File: src/design/hmw_pkg.sv
package hmw_pkg;

  // Register byte offsets
  localparam logic [7:0] OFF_CTRL   = 8'h00;
  localparam logic [7:0] OFF_STATUS = 8'h04;
  localparam logic [7:0] OFF_MASK   = 8'h08;
  localparam logic [7:0] OFF_RES_X  = 8'h0C;
  localparam logic [7:0] OFF_TEMP   = 8'h18;
  localparam logic [7:0] OFF_STATE  = 8'h1C;
  localparam logic [7:0] OFF_THR    = 8'h20;

  // Control fields
  localparam int CTL_TEMP_EN = 0;
  localparam int CTL_COLL_EN = 1;
  localparam int CTL_WAKE_EN = 2;
  localparam int CTL_CONT    = 3;
  localparam logic [3:0] CTRL_RST = 4'h3;

  // Status and mask fields
  localparam int ST_DONE  = 0;
  localparam int ST_WAKE  = 1;
  localparam int ST_ABORT = 2;
  localparam logic [2:0] MASK_RST = 3'h0;

  // Converter channel codes
  localparam logic [1:0] CH_X = 2'h0;
  localparam logic [1:0] CH_Y = 2'h1;
  localparam logic [1:0] CH_Z = 2'h2;
  localparam logic [1:0] CH_T = 2'h3;

  // Timing
  localparam int CLK_NS    = 8;
  localparam int T_BIAS_NS = 1000;
  localparam int T_OSC_NS  = 500;
  localparam int T_HALL_NS = 2000;
  localparam int T_INT_NS  = 1000;
  localparam int T_BUSQ_NS = 400;
  localparam int BIAS_CYC  = (T_BIAS_NS + CLK_NS - 1) / CLK_NS;
  localparam int OSC_CYC   = (T_OSC_NS + CLK_NS - 1) / CLK_NS;
  localparam int HALL_CYC  = (T_HALL_NS + CLK_NS - 1) / CLK_NS;
  localparam int INT_CYC   = (T_INT_NS + CLK_NS - 1) / CLK_NS;
  localparam int BUSQ_CYC  = (T_BUSQ_NS + CLK_NS - 1) / CLK_NS;
  localparam int GUARD_CYC = 4;

  typedef enum logic [8:0] {
    S_HALT  = 9'h001,
    S_START = 9'h002,
    S_IDLE  = 9'h004,
    S_BIAS  = 9'h008,
    S_CHECK = 9'h010,
    S_OSC   = 9'h020,
    S_HALL  = 9'h040,
    S_CONV  = 9'h080,
    S_DONE  = 9'h100
  } hmw_state_t;

endpackage : hmw_pkg

File: src/design/hmw_sequencer.sv
// Design decisions made here: the plain strobed port and the register addresses.
`timescale 1ns/1ps
module hmw_sequencer
  import hmw_pkg::*;
#(
  parameter int RES_W  = 12,
  parameter int TEMP_W = 10
)
(
  // Clock and reset
  input  wire logic              clk,
  input  wire logic              resetn,
  // Register port
  input  wire logic [7:0]        reg_addr,
  input  wire logic [31:0]       reg_wdata,
  input  wire logic              reg_wr,
  input  wire logic              reg_rd,
  output logic      [31:0]       reg_rdata,
  output logic                   irq,
  // Supply monitor, asynchronous
  input  wire logic              supply_ok,
  // Analog front end
  output logic                   bias_en,
  output logic                   osc_en,
  output logic                   hall_bias_en,
  output logic                   adc_start,
  output logic      [1:0]        adc_chan,
  input  wire logic              adc_done,
  input  wire logic [RES_W-1:0]  adc_data,
  // Shared clock and interrupt pin
  input  wire logic              scl_i,
  output logic                   scl_o,
  output logic                   scl_oe
);

  hmw_state_t         state;
  hmw_state_t         next_state;
  logic               supply_ff1;
  logic               supply_s;
  logic               scl_ff1;
  logic               scl_s;
  logic               scl_d;
  logic [7:0]         tmr;
  logic [7:0]         busq_cnt;
  logic [7:0]         int_cnt;
  logic [2:0]         guard;
  logic               bus_busy;
  logic [1:0]         ch;
  logic               last_ch;
  logic               pend;
  logic               enter_bias;
  logic               in_cycle;
  logic               abort;
  logic               cfg_wr;
  logic               int_fire;
  logic [3:0]         ctrl;
  logic [3:0]         ctrl_act;
  logic [2:0]         status;
  logic [2:0]         mask;
  logic [2:0]         events;
  logic [RES_W-1:0]   res [3];
  logic [TEMP_W-1:0]  temp;
  logic [RES_W-1:0]   thr_lo [3];
  logic [RES_W-1:0]   thr_hi [3];
  logic [RES_W-1:0]   lo_act [3];
  logic [RES_W-1:0]   hi_act [3];
  logic [2:0]         out_ax;
  logic               out_any;
  logic [31:0]        thr_rd;
  logic               thr_hit;

  // Threshold word address: lower at even slots, upper at odd
  function automatic logic [7:0] thr_off(input int axis, input logic upper);
    thr_off = OFF_THR + 8'((axis * 2 + (upper ? 1 : 0)) * 4);
  endfunction : thr_off

  function automatic logic [7:0] res_off(input int axis);
    res_off = OFF_RES_X + 8'(axis * 4);
  endfunction : res_off

  // Two-stage synchronisers; pin levels are unrelated to clk
  always_ff @(posedge clk)
  begin
    if (!resetn)
    begin
      supply_ff1 <= 1'b0;
      supply_s   <= 1'b0;
      scl_ff1    <= 1'b1;
      scl_s      <= 1'b1;
      scl_d      <= 1'b1;
    end
    else
    begin
      supply_ff1 <= supply_ok;
      supply_s   <= supply_ff1;
      scl_ff1    <= scl_i;
      scl_s      <= scl_ff1;
      scl_d      <= scl_s;
    end
  end

  // Bus activity: recent edge on the clock pin. Our own pulse and the
  // synchroniser delay after it are blanked so we never see ourselves.
  always_ff @(posedge clk)
  begin
    if (!resetn)
      busq_cnt <= 8'h00;
    else if ((scl_s ^ scl_d) && !scl_oe && guard == 3'h0)
      busq_cnt <= 8'(BUSQ_CYC);
    else if (busq_cnt != 8'h00)
      busq_cnt <= busq_cnt - 8'h01;
  end
  assign bus_busy = (busq_cnt != 8'h00);

  // Writes that count as reconfiguration and therefore start a cycle
  always_comb
  begin
    thr_hit = 1'b0;
    thr_rd  = 32'h0000_0000;
    for (int i = 0; i < 3; i++)
    begin
      if (reg_addr == thr_off(i, 1'b0))
      begin
        thr_hit = 1'b1;
        thr_rd  = 32'(thr_lo[i]);
      end
      if (reg_addr == thr_off(i, 1'b1))
      begin
        thr_hit = 1'b1;
        thr_rd  = 32'(thr_hi[i]);
      end
    end
  end
  assign cfg_wr = reg_wr && (reg_addr == OFF_CTRL || thr_hit);

  // Control and threshold shadows
  always_ff @(posedge clk)
  begin
    if (!resetn)
    begin
      ctrl <= CTRL_RST;
      mask <= MASK_RST;
      for (int i = 0; i < 3; i++)
      begin
        thr_lo[i] <= {1'b1, {(RES_W-1){1'b0}}};
        thr_hi[i] <= {1'b0, {(RES_W-1){1'b1}}};
      end
    end
    else if (reg_wr)
    begin
      if (reg_addr == OFF_CTRL)
        ctrl <= reg_wdata[3:0];
      else if (reg_addr == OFF_MASK)
        mask <= reg_wdata[2:0];
      for (int i = 0; i < 3; i++)
      begin
        if (reg_addr == thr_off(i, 1'b0))
          thr_lo[i] <= reg_wdata[RES_W-1:0];
        if (reg_addr == thr_off(i, 1'b1))
          thr_hi[i] <= reg_wdata[RES_W-1:0];
      end
    end
  end

  // Active copies are frozen for a whole cycle, so a write mid-cycle
  // cannot split one cycle's comparisons across two settings
  always_ff @(posedge clk)
  begin
    if (!resetn)
    begin
      ctrl_act <= CTRL_RST;
      for (int i = 0; i < 3; i++)
      begin
        lo_act[i] <= {1'b1, {(RES_W-1){1'b0}}};
        hi_act[i] <= {1'b0, {(RES_W-1){1'b1}}};
      end
    end
    else if (enter_bias)
    begin
      ctrl_act <= ctrl;
      for (int i = 0; i < 3; i++)
      begin
        lo_act[i] <= thr_lo[i];
        hi_act[i] <= thr_hi[i];
      end
    end
  end

  // Sequencer
  assign last_ch  = ctrl_act[CTL_TEMP_EN] ? (ch == CH_T) : (ch == CH_Z);
  assign in_cycle = (state == S_BIAS) || (state == S_CHECK) || (state == S_OSC)
                 || (state == S_HALL) || (state == S_CONV) || (state == S_DONE);
  assign abort    = !supply_s && in_cycle;

  always_comb
  begin
    next_state = state;
    if (!supply_s)
      next_state = S_HALT;
    else
    begin
      case (state)
        S_HALT:  next_state = S_START;
        S_START: if (tmr == 8'h00) next_state = pend ? S_BIAS : S_IDLE;
        S_IDLE:  if (pend) next_state = S_BIAS;
        S_BIAS:  if (tmr == 8'h00) next_state = S_CHECK;
        S_CHECK: next_state = S_OSC;
        S_OSC:   if (tmr == 8'h00) next_state = S_HALL;
        S_HALL:  if (tmr == 8'h00) next_state = S_CONV;
        S_CONV:  if (adc_done && last_ch) next_state = S_DONE;
        S_DONE:  next_state = S_IDLE;
        default: next_state = S_HALT;
      endcase
    end
  end
  assign enter_bias = (next_state == S_BIAS) && (state != S_BIAS);

  always_ff @(posedge clk)
  begin
    if (!resetn)
      state <= S_HALT;
    else
      state <= next_state;
  end

  // Wait timer, loaded on entry to each timed state
  always_ff @(posedge clk)
  begin
    if (!resetn)
      tmr <= 8'h00;
    else if (next_state != state)
    begin
      case (next_state)
        S_START: tmr <= 8'(BIAS_CYC);
        S_BIAS:  tmr <= 8'(BIAS_CYC);
        S_OSC:   tmr <= 8'(OSC_CYC);
        S_HALL:  tmr <= 8'(HALL_CYC);
        default: tmr <= 8'h00;
      endcase
    end
    else if (tmr != 8'h00)
      tmr <= tmr - 8'h01;
  end

  // Pending cycle request; a new request wins over consumption
  always_ff @(posedge clk)
  begin
    if (!resetn)
      pend <= 1'b0;
    else
      pend <= cfg_wr || abort || (state == S_DONE && ctrl_act[CTL_CONT])
           || (pend && !enter_bias);
  end

  // Analog enables follow the phase of the cycle
  always_ff @(posedge clk)
  begin
    if (!resetn)
    begin
      bias_en      <= 1'b0;
      osc_en       <= 1'b0;
      hall_bias_en <= 1'b0;
    end
    else
    begin
      bias_en      <= (next_state == S_START) || (next_state == S_BIAS)
                   || (next_state == S_CHECK) || (next_state == S_OSC)
                   || (next_state == S_HALL) || (next_state == S_CONV);
      osc_en       <= (next_state == S_START) || (next_state == S_OSC)
                   || (next_state == S_HALL) || (next_state == S_CONV);
      hall_bias_en <= (next_state == S_HALL) || (next_state == S_CONV);
    end
  end

  // Channel walk through the one shared converter
  always_ff @(posedge clk)
  begin
    if (!resetn)
    begin
      ch        <= CH_X;
      adc_start <= 1'b0;
    end
    else
    begin
      adc_start <= 1'b0;
      if (next_state == S_CONV && state != S_CONV)
      begin
        ch        <= CH_X;
        adc_start <= 1'b1;
      end
      else if (state == S_CONV && next_state == S_CONV && adc_done)
      begin
        ch        <= ch + 2'h1;
        adc_start <= 1'b1;
      end
    end
  end
  assign adc_chan = ch;

  // Results
  always_ff @(posedge clk)
  begin
    if (!resetn)
    begin
      for (int i = 0; i < 3; i++)
        res[i] <= '0;
      temp <= '0;
    end
    else if (state == S_CONV && adc_done)
    begin
      if (ch == CH_T)
        temp <= adc_data[TEMP_W-1:0];
      else
        res[ch] <= adc_data;
    end
  end

  // Window compare, two's complement
  always_comb
  begin
    for (int i = 0; i < 3; i++)
      out_ax[i] = ($signed(res[i]) > $signed(hi_act[i]))
               || ($signed(res[i]) < $signed(lo_act[i]));
  end
  assign out_any = |out_ax;

  // Pulse is dropped, not delayed, under bus activity: a late pulse
  // would report a stale cycle
  assign int_fire = (state == S_DONE)
                 && (!ctrl_act[CTL_WAKE_EN] || out_any)
                 && !(ctrl_act[CTL_COLL_EN] && bus_busy);

  always_ff @(posedge clk)
  begin
    if (!resetn)
    begin
      int_cnt <= 8'h00;
      scl_oe  <= 1'b0;
      guard   <= 3'h0;
    end
    else
    begin
      if (int_fire)
        int_cnt <= 8'(INT_CYC);
      else if (int_cnt != 8'h00)
        int_cnt <= int_cnt - 8'h01;
      scl_oe <= int_fire || (int_cnt > 8'h01);
      if (scl_oe)
        guard <= 3'(GUARD_CYC);
      else if (guard != 3'h0)
        guard <= guard - 3'h1;
    end
  end
  assign scl_o = 1'b0;

  // Sticky status, cleared by read; a same-cycle event survives the clear
  assign events = {abort, (state == S_DONE) && out_any, state == S_DONE};

  always_ff @(posedge clk)
  begin
    if (!resetn)
      status <= 3'h0;
    else if (reg_rd && reg_addr == OFF_STATUS)
      status <= events;
    else
      status <= status | events;
  end

  always_ff @(posedge clk)
  begin
    if (!resetn)
      irq <= 1'b0;
    else
      irq <= |((status | events) & mask);
  end

  // Read port: answers only, data one cycle after the strobe
  always_ff @(posedge clk)
  begin
    if (!resetn)
      reg_rdata <= 32'h0000_0000;
    else if (reg_rd)
    begin
      if (reg_addr == OFF_CTRL)
        reg_rdata <= 32'(ctrl);
      else if (reg_addr == OFF_STATUS)
        reg_rdata <= 32'(status);
      else if (reg_addr == OFF_MASK)
        reg_rdata <= 32'(mask);
      else if (reg_addr == res_off(0))
        reg_rdata <= 32'(res[0]);
      else if (reg_addr == res_off(1))
        reg_rdata <= 32'(res[1]);
      else if (reg_addr == res_off(2))
        reg_rdata <= 32'(res[2]);
      else if (reg_addr == OFF_TEMP)
        reg_rdata <= 32'(temp);
      else if (reg_addr == OFF_STATE)
        reg_rdata <= {22'h00_0000, pend, state};
      else
        reg_rdata <= thr_rd;
    end
    else
      reg_rdata <= 32'h0000_0000;
  end
endmodule : hmw_sequencer

File: config.mk
export PLATFORM = sky130hd
export DESIGN_NAME = hmw_sequencer
export DESIGN_NICKNAME = d
export VERILOG_FILES = /design/src/design/hmw_pkg.sv /design/src/design/hmw_sequencer.sv
export SDC_FILE = /design/constraint.sdc
export NUM_CORES = 1
export LEC_CHECK = 0
export CORE_UTILIZATION = 60
export DETAILED_ROUTE_END_ITERATION = 10
export DONT_BUFFER_PORTS = 1
export GPL_TIMING_DRIVEN = 1
export PLACE_DENSITY = 0.75
export REMOVE_ABC_BUFFERS = 1
export SYNTH_ARGS = -nofsm -noshare
export SYNTH_HDL_FRONTEND = slang
export SYNTH_SLANG_ARGS = --single-unit
File: constraint.sdc
create_clock -name clk -period 7.55 [get_ports clk]
set_input_delay 0.755 -clock clk [delete_from_list [all_inputs] [get_ports clk]]
set_output_delay 0.755 -clock clk [all_outputs]
set_load 0.1 [all_outputs]
After elaboration in Yosys (flattened, before gate mapping):

Memories as Yosys holds them, arrays and structs flattened.
Index checks and enable logic that the tools add are counted.

* add/subtract/negate cells: 5
* $lt $le $gt $ge: 7
* equality and inequality tests: 33
* multiplexer cells: 88
* bitwise logic cells: 18
* reduce and logical (&&, ||, !) cells: 70

Operators with widths (count)
* 2-to-1 mux 12 bit: 24
* one-hot mux 9 bit (9 select lines): 1
* 2-to-1 mux 9 bit: 7
* == test 8 x 6 -> 1 bit, second input constant: 6
* 2-to-1 mux 1 bit: 41
* greater-than comparator 12 bit: 3
* less-than comparator 12 bit: 3
* == test 8 x 5 -> 1 bit, second input constant: 4
* one-hot mux 8 bit (3 select lines): 1
* nonzero test 8 bit: 3
* subtractor 8 x 1 -> 8 bit, second input constant: 3
* logical OR 1 bit: 23
* == test 9 x 2 -> 1 bit, second input constant: 2
* == test 9 x 4 -> 1 bit, second input constant: 2
* == test 9 x 5 -> 1 bit, second input constant: 2
* == test 9 x 6 -> 1 bit, second input constant: 2
* == test 9 x 7 -> 1 bit, second input constant: 2
* == test 9 x 8 -> 1 bit, second input constant: 2
* logical AND 1 bit: 17
* == test 8 x 4 -> 1 bit, second input constant: 2
* logical NOT 8 bit: 2
* 2-to-1 mux 4 bit: 4
* 2-to-1 mux 8 bit: 2
* OR reduction 15 bit: 1
* other kinds (30): 62

* register bits: 106
* bits in writable memories: 180
* input bits: 59
* output and inout port bits: 41
* word-level logic and storage cells: 255
* memories: 5

Memory list
* hi_act: depth 3, width 12, read ports 3, clocked after memory_dff 0, write ports 3, RTL line hmw_sequencer.sv:66 `logic [RES_W-1:0] hi_act [3];`
* lo_act: depth 3, width 12, read ports 3, clocked after memory_dff 0, write ports 3, RTL line hmw_sequencer.sv:65 `logic [RES_W-1:0] lo_act [3];`
* res: depth 3, width 12, read ports 3, clocked after memory_dff 0, write ports 3, RTL line hmw_sequencer.sv:61 `logic [RES_W-1:0] res [3];`
* thr_hi: depth 3, width 12, read ports 3, clocked after memory_dff 0, write ports 3, RTL line hmw_sequencer.sv:64 `logic [RES_W-1:0] thr_hi [3];`
* thr_lo: depth 3, width 12, read ports 3, clocked after memory_dff 0, write ports 3, RTL line hmw_sequencer.sv:63 `logic [RES_W-1:0] thr_lo [3];`

Logic depth before layout (Yosys ltp):

* depth in word-level cells: 15
* mapped depth: 13
* gate-level depth less buffers: 11

Worst setup path before layout:

No wires, ideal clock.

* kind: register to register
* start point: register tmr[0]
* end point: memory hi_act[0][0], enable pin
* library setup time: 0.743 ns
* data arrival time: 3.190 ns
* data required time: 6.807 ns
* path slack: 3.617 ns
* stages on the path, launching flop included: 10
* buffers on the path: 2
* period minus slack after synthesis: 3.933 ns
* cells stage by stage: dfxtp_1 > inv_1 > ha_1 > nor3b_1 > and2_1 > buf_2 > o22ai_1 > nand3_1 > clkbuf_1 > nand2_1

RTL lines
* start: declaration: RTL line hmw_sequencer.sv:43 `logic [7:0] tmr;`
* start signal: assignment: RTL line hmw_sequencer.sv:234 `S_START: tmr <= 8'(BIAS_CYC);`
* start signal: assignment: RTL line hmw_sequencer.sv:235 `S_BIAS: tmr <= 8'(BIAS_CYC);`
* start signal: assignment: RTL line hmw_sequencer.sv:236 `S_OSC: tmr <= 8'(OSC_CYC);`
* end: declaration: RTL line hmw_sequencer.sv:66

==> impl_metrics.sql <==
INSERT INTO impl_metrics (metric_group, metric, value, unit) VALUES
('clock_network', 'clkTransAtPathRegs', '0.06', 'ns'),
('die', 'floorplan.initialDensity', '61.07', '%'),
('clock_network', 'cts.repair_timing.setup_buffer_count', '0', ''),
('timing', 'layout_min_cycle_time', '4.160', 'ns'),
('timing', 'finalHoldViolations', '0', ''),
('power', 'leakage', '5.883', 'nW'),
('setup_path', 'critical_path.slowest_cell', 'buf_4', ''),
('route', 'route.detailed.wl_per_inst', '22.46', 'microns'),
('die', 'die_area', '22810', 'sq um'),
('clock_network', 'worst_skew_pair.late_latency', '0.55', 'ns'),
('grt', 'grt_util_all_layers', '30.71', '%'),
('status', 'outcome', 'completed', ''),
('synth', 'async_reset_ff_share', '0', '%'),
('setup_path', 'type_of_element_capturing_the_critical_path', 'register', ''),
('route', 'vias', '9880', ''),
('grt', 'grt_max_degree', '85', ''),
('timing', 'worst_slew_pin_slew', '1.294', 'ns'),
('synth', 'synth_seq_cells', '266', ''),
('power', 'worst_ir_drop_vdd', '0.1811', 'mV'),
('synth', 'yosysWarningCount', '0', ''),
('timing', 'setup_total_negative_slack', '0', 'ns'),
('synth', 'mappedNetlistArea', '13330', 'sq um'),
('placement', 'hpwlAfterDp', '24550', 'microns'),
('setup_path', 'cpPeakStageDelay', '0.70', 'ns'),
('route', 'drt.antenna.violating_nets', '0', ''),
('die', 'die_width', '151.0', 'microns'),
('route', 'drt_first_iter_violations', '1135', ''),
('synth', 'syn_area_per_cell', '10.47', 'sq um'),
('setup_path', 'critical_path_peak_fanout', '72', ''),
('die', 'placementRows', '54', ''),
('synth', 'syn_inst', '1273', ''),
('timing', 'timing.final.setup_violations', '0', ''),
('die', 'i_o_pin_count', '100', ''),
('synth', 'proportion_of_synthesized_chip_area_in_sequential_cells', '53.48', '%'),
('grt', 'wire_length_of_the_first_global_routing_pass', '51430', 'microns'),
('timing', 'max-slew-margin-rel', '13.44', '%'),
('die', 'floorplan.core_area', '21820', 'sq um'),
('finish', 'final_layout_size_suffix_gt1_share', '7.182', '%'),
('route', 'routed_wl', '34740', 'microns'),
('route', 'post-route-drc-count', '0', ''),
('synth', 'synthFlopType', 'edfxtp_1', ''),
('timing', 'layout_setup_ws', '3.390', 'ns'),
('grt', 'grt_overflow', '0', ''),
('route', 'first_pass_iters', '6', ''),
('placement', 'routabilityCongestion', '0.9258', ''),
('timing', 'finalCritPeriodShare', '55.09', '%'),
('hold_path', 'class_of_the_tightest_hold_or_removal_check', 'input pin to register', ''),
('clock_network', 'cts.htree.levels', '1', ''),
('clock_network', 'cts_tree', 'yes', ''),
('placement', 'place.port_buffers', '0', ''),
('timing', 'final.hold.worst_slack', '0.2822', 'ns'),
('timing', 'rsz_0062_raised_after_global_routing', 'no', ''),
('setup_path', 'critical_path_required', '7.72', 'ns'),
('setup_path', 'critical_path.cell_chain', 'nor4_2 > nand4_1 > nand2_1 > o31a_1 > nand3_1 > buf_4 > nand2_2 > buf_4', ''),
('setup_path', 'worst_path_most_repeated_cell', 'buf_4', ''),
('synth', 'synth_cell_type_count', '68', ''),
('finish', 'antennaDiodeCount', '0', ''),
('setup_path', 'worst-path-buf-inv', '2', ''),
('finish', 'finish.net_count', '1384', ''),
('grt', 'grt_antenna_before_repair', '0', ''),
('synth', 'synth-edff-count', '180', ''),
('finish', 'area.growth.synth_to_final', '7.717', '%'),
('job', 'max-cap-violations', '0', ''),
('clock_network', 'clock_sink_count', '266', ''),
('grt', 'vias_in_the_first_global_route', '8963', ''),
('placement', 'place_worst_setup_slack', '3.541', 'ns'),
('setup_path', 'worst-endpoint-arrival', '4.33', 'ns'),
('setup_path', 'critPathKind', 'register to register', ''),
('clock_network', 'ctsLongestPathBuffers', '3', ''),
('clock_network', 'numCtsBuffers', '28', ''),
('timing', 'fmaxAchievable', '240.4', 'MHz'),
('power', 'power-per-cell-area', '260.6', 'nW/um^2'),
('timing', 'fin_skew', '0.01082', 'ns'),
('clock_network', 'post_cts_resize_count', '0', ''),
('clock_network', 'holdBufCountCts', '0', ''),
('setup_path', 'cpLargestDelayFamily', 'simple AND/OR/NAND/NOR gates', ''),
('die', 'die_h', '151.0', 'microns'),
('setup_path', 'worstSetupStartpointType', 'register', ''),
('clock_network', 'clock-root-buffer', 'clkbuf_16', ''),
('route', 'avgViaCountPerCell', '6.387', ''),
('timing', 'report.final.slew_viol_count', '0', '');
-- final cells by class --
class | count | area (sq um)
inverter | 97 | 364.1
timing repair buffer | 9 | 67.56
tap | 280 | 350.3
clock inverter | 12 | 101.3
multi-input combinational | 843 | 5487
fill | 1653 | 7468
sequential | 266 | 7127
clock buffer | 40 | 858.3
-- cell usage in the layout, fill, tap and decap left out, drive strengths merged, types with 40 or more instances in the layout --
master	instances
a21oi	66
edfxtp	180
ha	80
inv	98
o21ai	40
and3	83
dfxtp	86
nand2	103
clkbuf	40
or3	41
nor2	79
-- cells in the mapped netlist (all sizes together), types with 3 or more instances --
cell / instances / area (sq um)
ha: 80 / 1001
a21oi: 66 / 330.3
edfxtp: 180 / 5405
nand4b: 3 / 26.28
o22ai: 5 / 31.28
o221ai: 5 / 50.04
mux2i: 15 / 150.1
a222oi: 8 / 80.08
clkbuf: 52 / 196.4
nand3: 36 / 180.2
or4: 5 / 41.29
o21ai: 40 / 211.5
a41oi: 4 / 35.03
nor3b: 3 / 22.52
and3: 83 / 519.3
dfxtp: 86 / 1722
a22oi: 20 / 150.1
o31a: 5 / 43.79
a221oi: 7 / 61.31
o2111ai: 3 / 26.28
or3: 41 / 256.5
nor3: 27 / 135.1
nor4: 15 / 121.4
a211o: 3 / 26.28
buf: 35 / 237.7
nand4: 17 / 106.4
a211oi: 7 / 52.55
and2: 17 / 106.4
o211ai: 7 / 52.55
a31oi: 7 / 43.79
nor2: 79 / 296.5
inv: 97 / 364.1
a21o: 15 / 112.6
o21a: 13 / 97.59
xor2: 9 / 78.83
nand2: 103 / 386.6
xnor2: 8 / 70.07
a221o: 3 / 30.03
nand2b: 9 / 56.30
o31ai: 9 / 67.56
nor2b: 9 / 56.30
or2: 17 / 106.4
-- state kept, by name (all words and copies together), names as in the netlist, 9 cells and up --
| register | cells |
|---|---|
| hi_act | 36 |
| lo_act | 36 |
| reg_rdata | 12 |
| res | 36 |
| state | 9 |
| temp | 10 |
| thr_hi | 36 |
| thr_lo | 36 |
-- where the power goes --
group / leakage [nW] / total (W) / internal [W] / switching [W]
clock: 0.474 / 0.00140 / 0.000826 / 0.000577
combinational: 3.04 / 0.000565 / 0.000212 / 0.000353
sequential: 2.37 / 0.00177 / 0.00165 / 0.000118
-- layer usage --
metal	GRT usage, %	share of wire (%)	vias up
li1	-	-	4561
met1	44.87	42	4719
met2	44.04	43	536
met3	7.711	12	64
met4	11.25	3.0	0
met5	0	0	-
-- metrics by stage --
step                      instances  cell area, sq um  util, %  total power [W]
after CTS                      1547             14360    65.78         0.003741
final                          1547             14360    65.78         0.003740
after detailed placement       1495             13400    61.38         0.002352
after global routing           1547             14360    65.78         0.003878
after global placement         1495             13400    61.38         0.002334
after floorplan                1206             12970        -         0.002227
-- final timing paths --
path	from	end	slack (ns)	cells past startpoint
max	state[2]	lo_act[0][18]	3.39	8
min	resetn	scl_s	0.28	1
max reg2reg	state[2]	lo_act[0][18]	3.39	8
min reg2reg	scl_ff1	scl_s	0.41	1
-- cell families (layout without fill, tap and decap cells) --
logic type / Yosys count / after routing / synth area share, %
AND/OR/NAND/NOR: 469 / 469 / 18.49
flip-flops: 266 / 266 / 53.48
buffers and inverters: 184 / 158 / 5.990
AO/OA/AOI/OAI: 239 / 239 / 12.09
multiplexers: 17 / 17 / 1.296
other: 1 / 21 / 0.02814
XOR/XNOR: 17 / 17 / 1.117
adder cells (fa/ha/maj): 80 / 80 / 7.511
(Power assumes the default switching activity.)
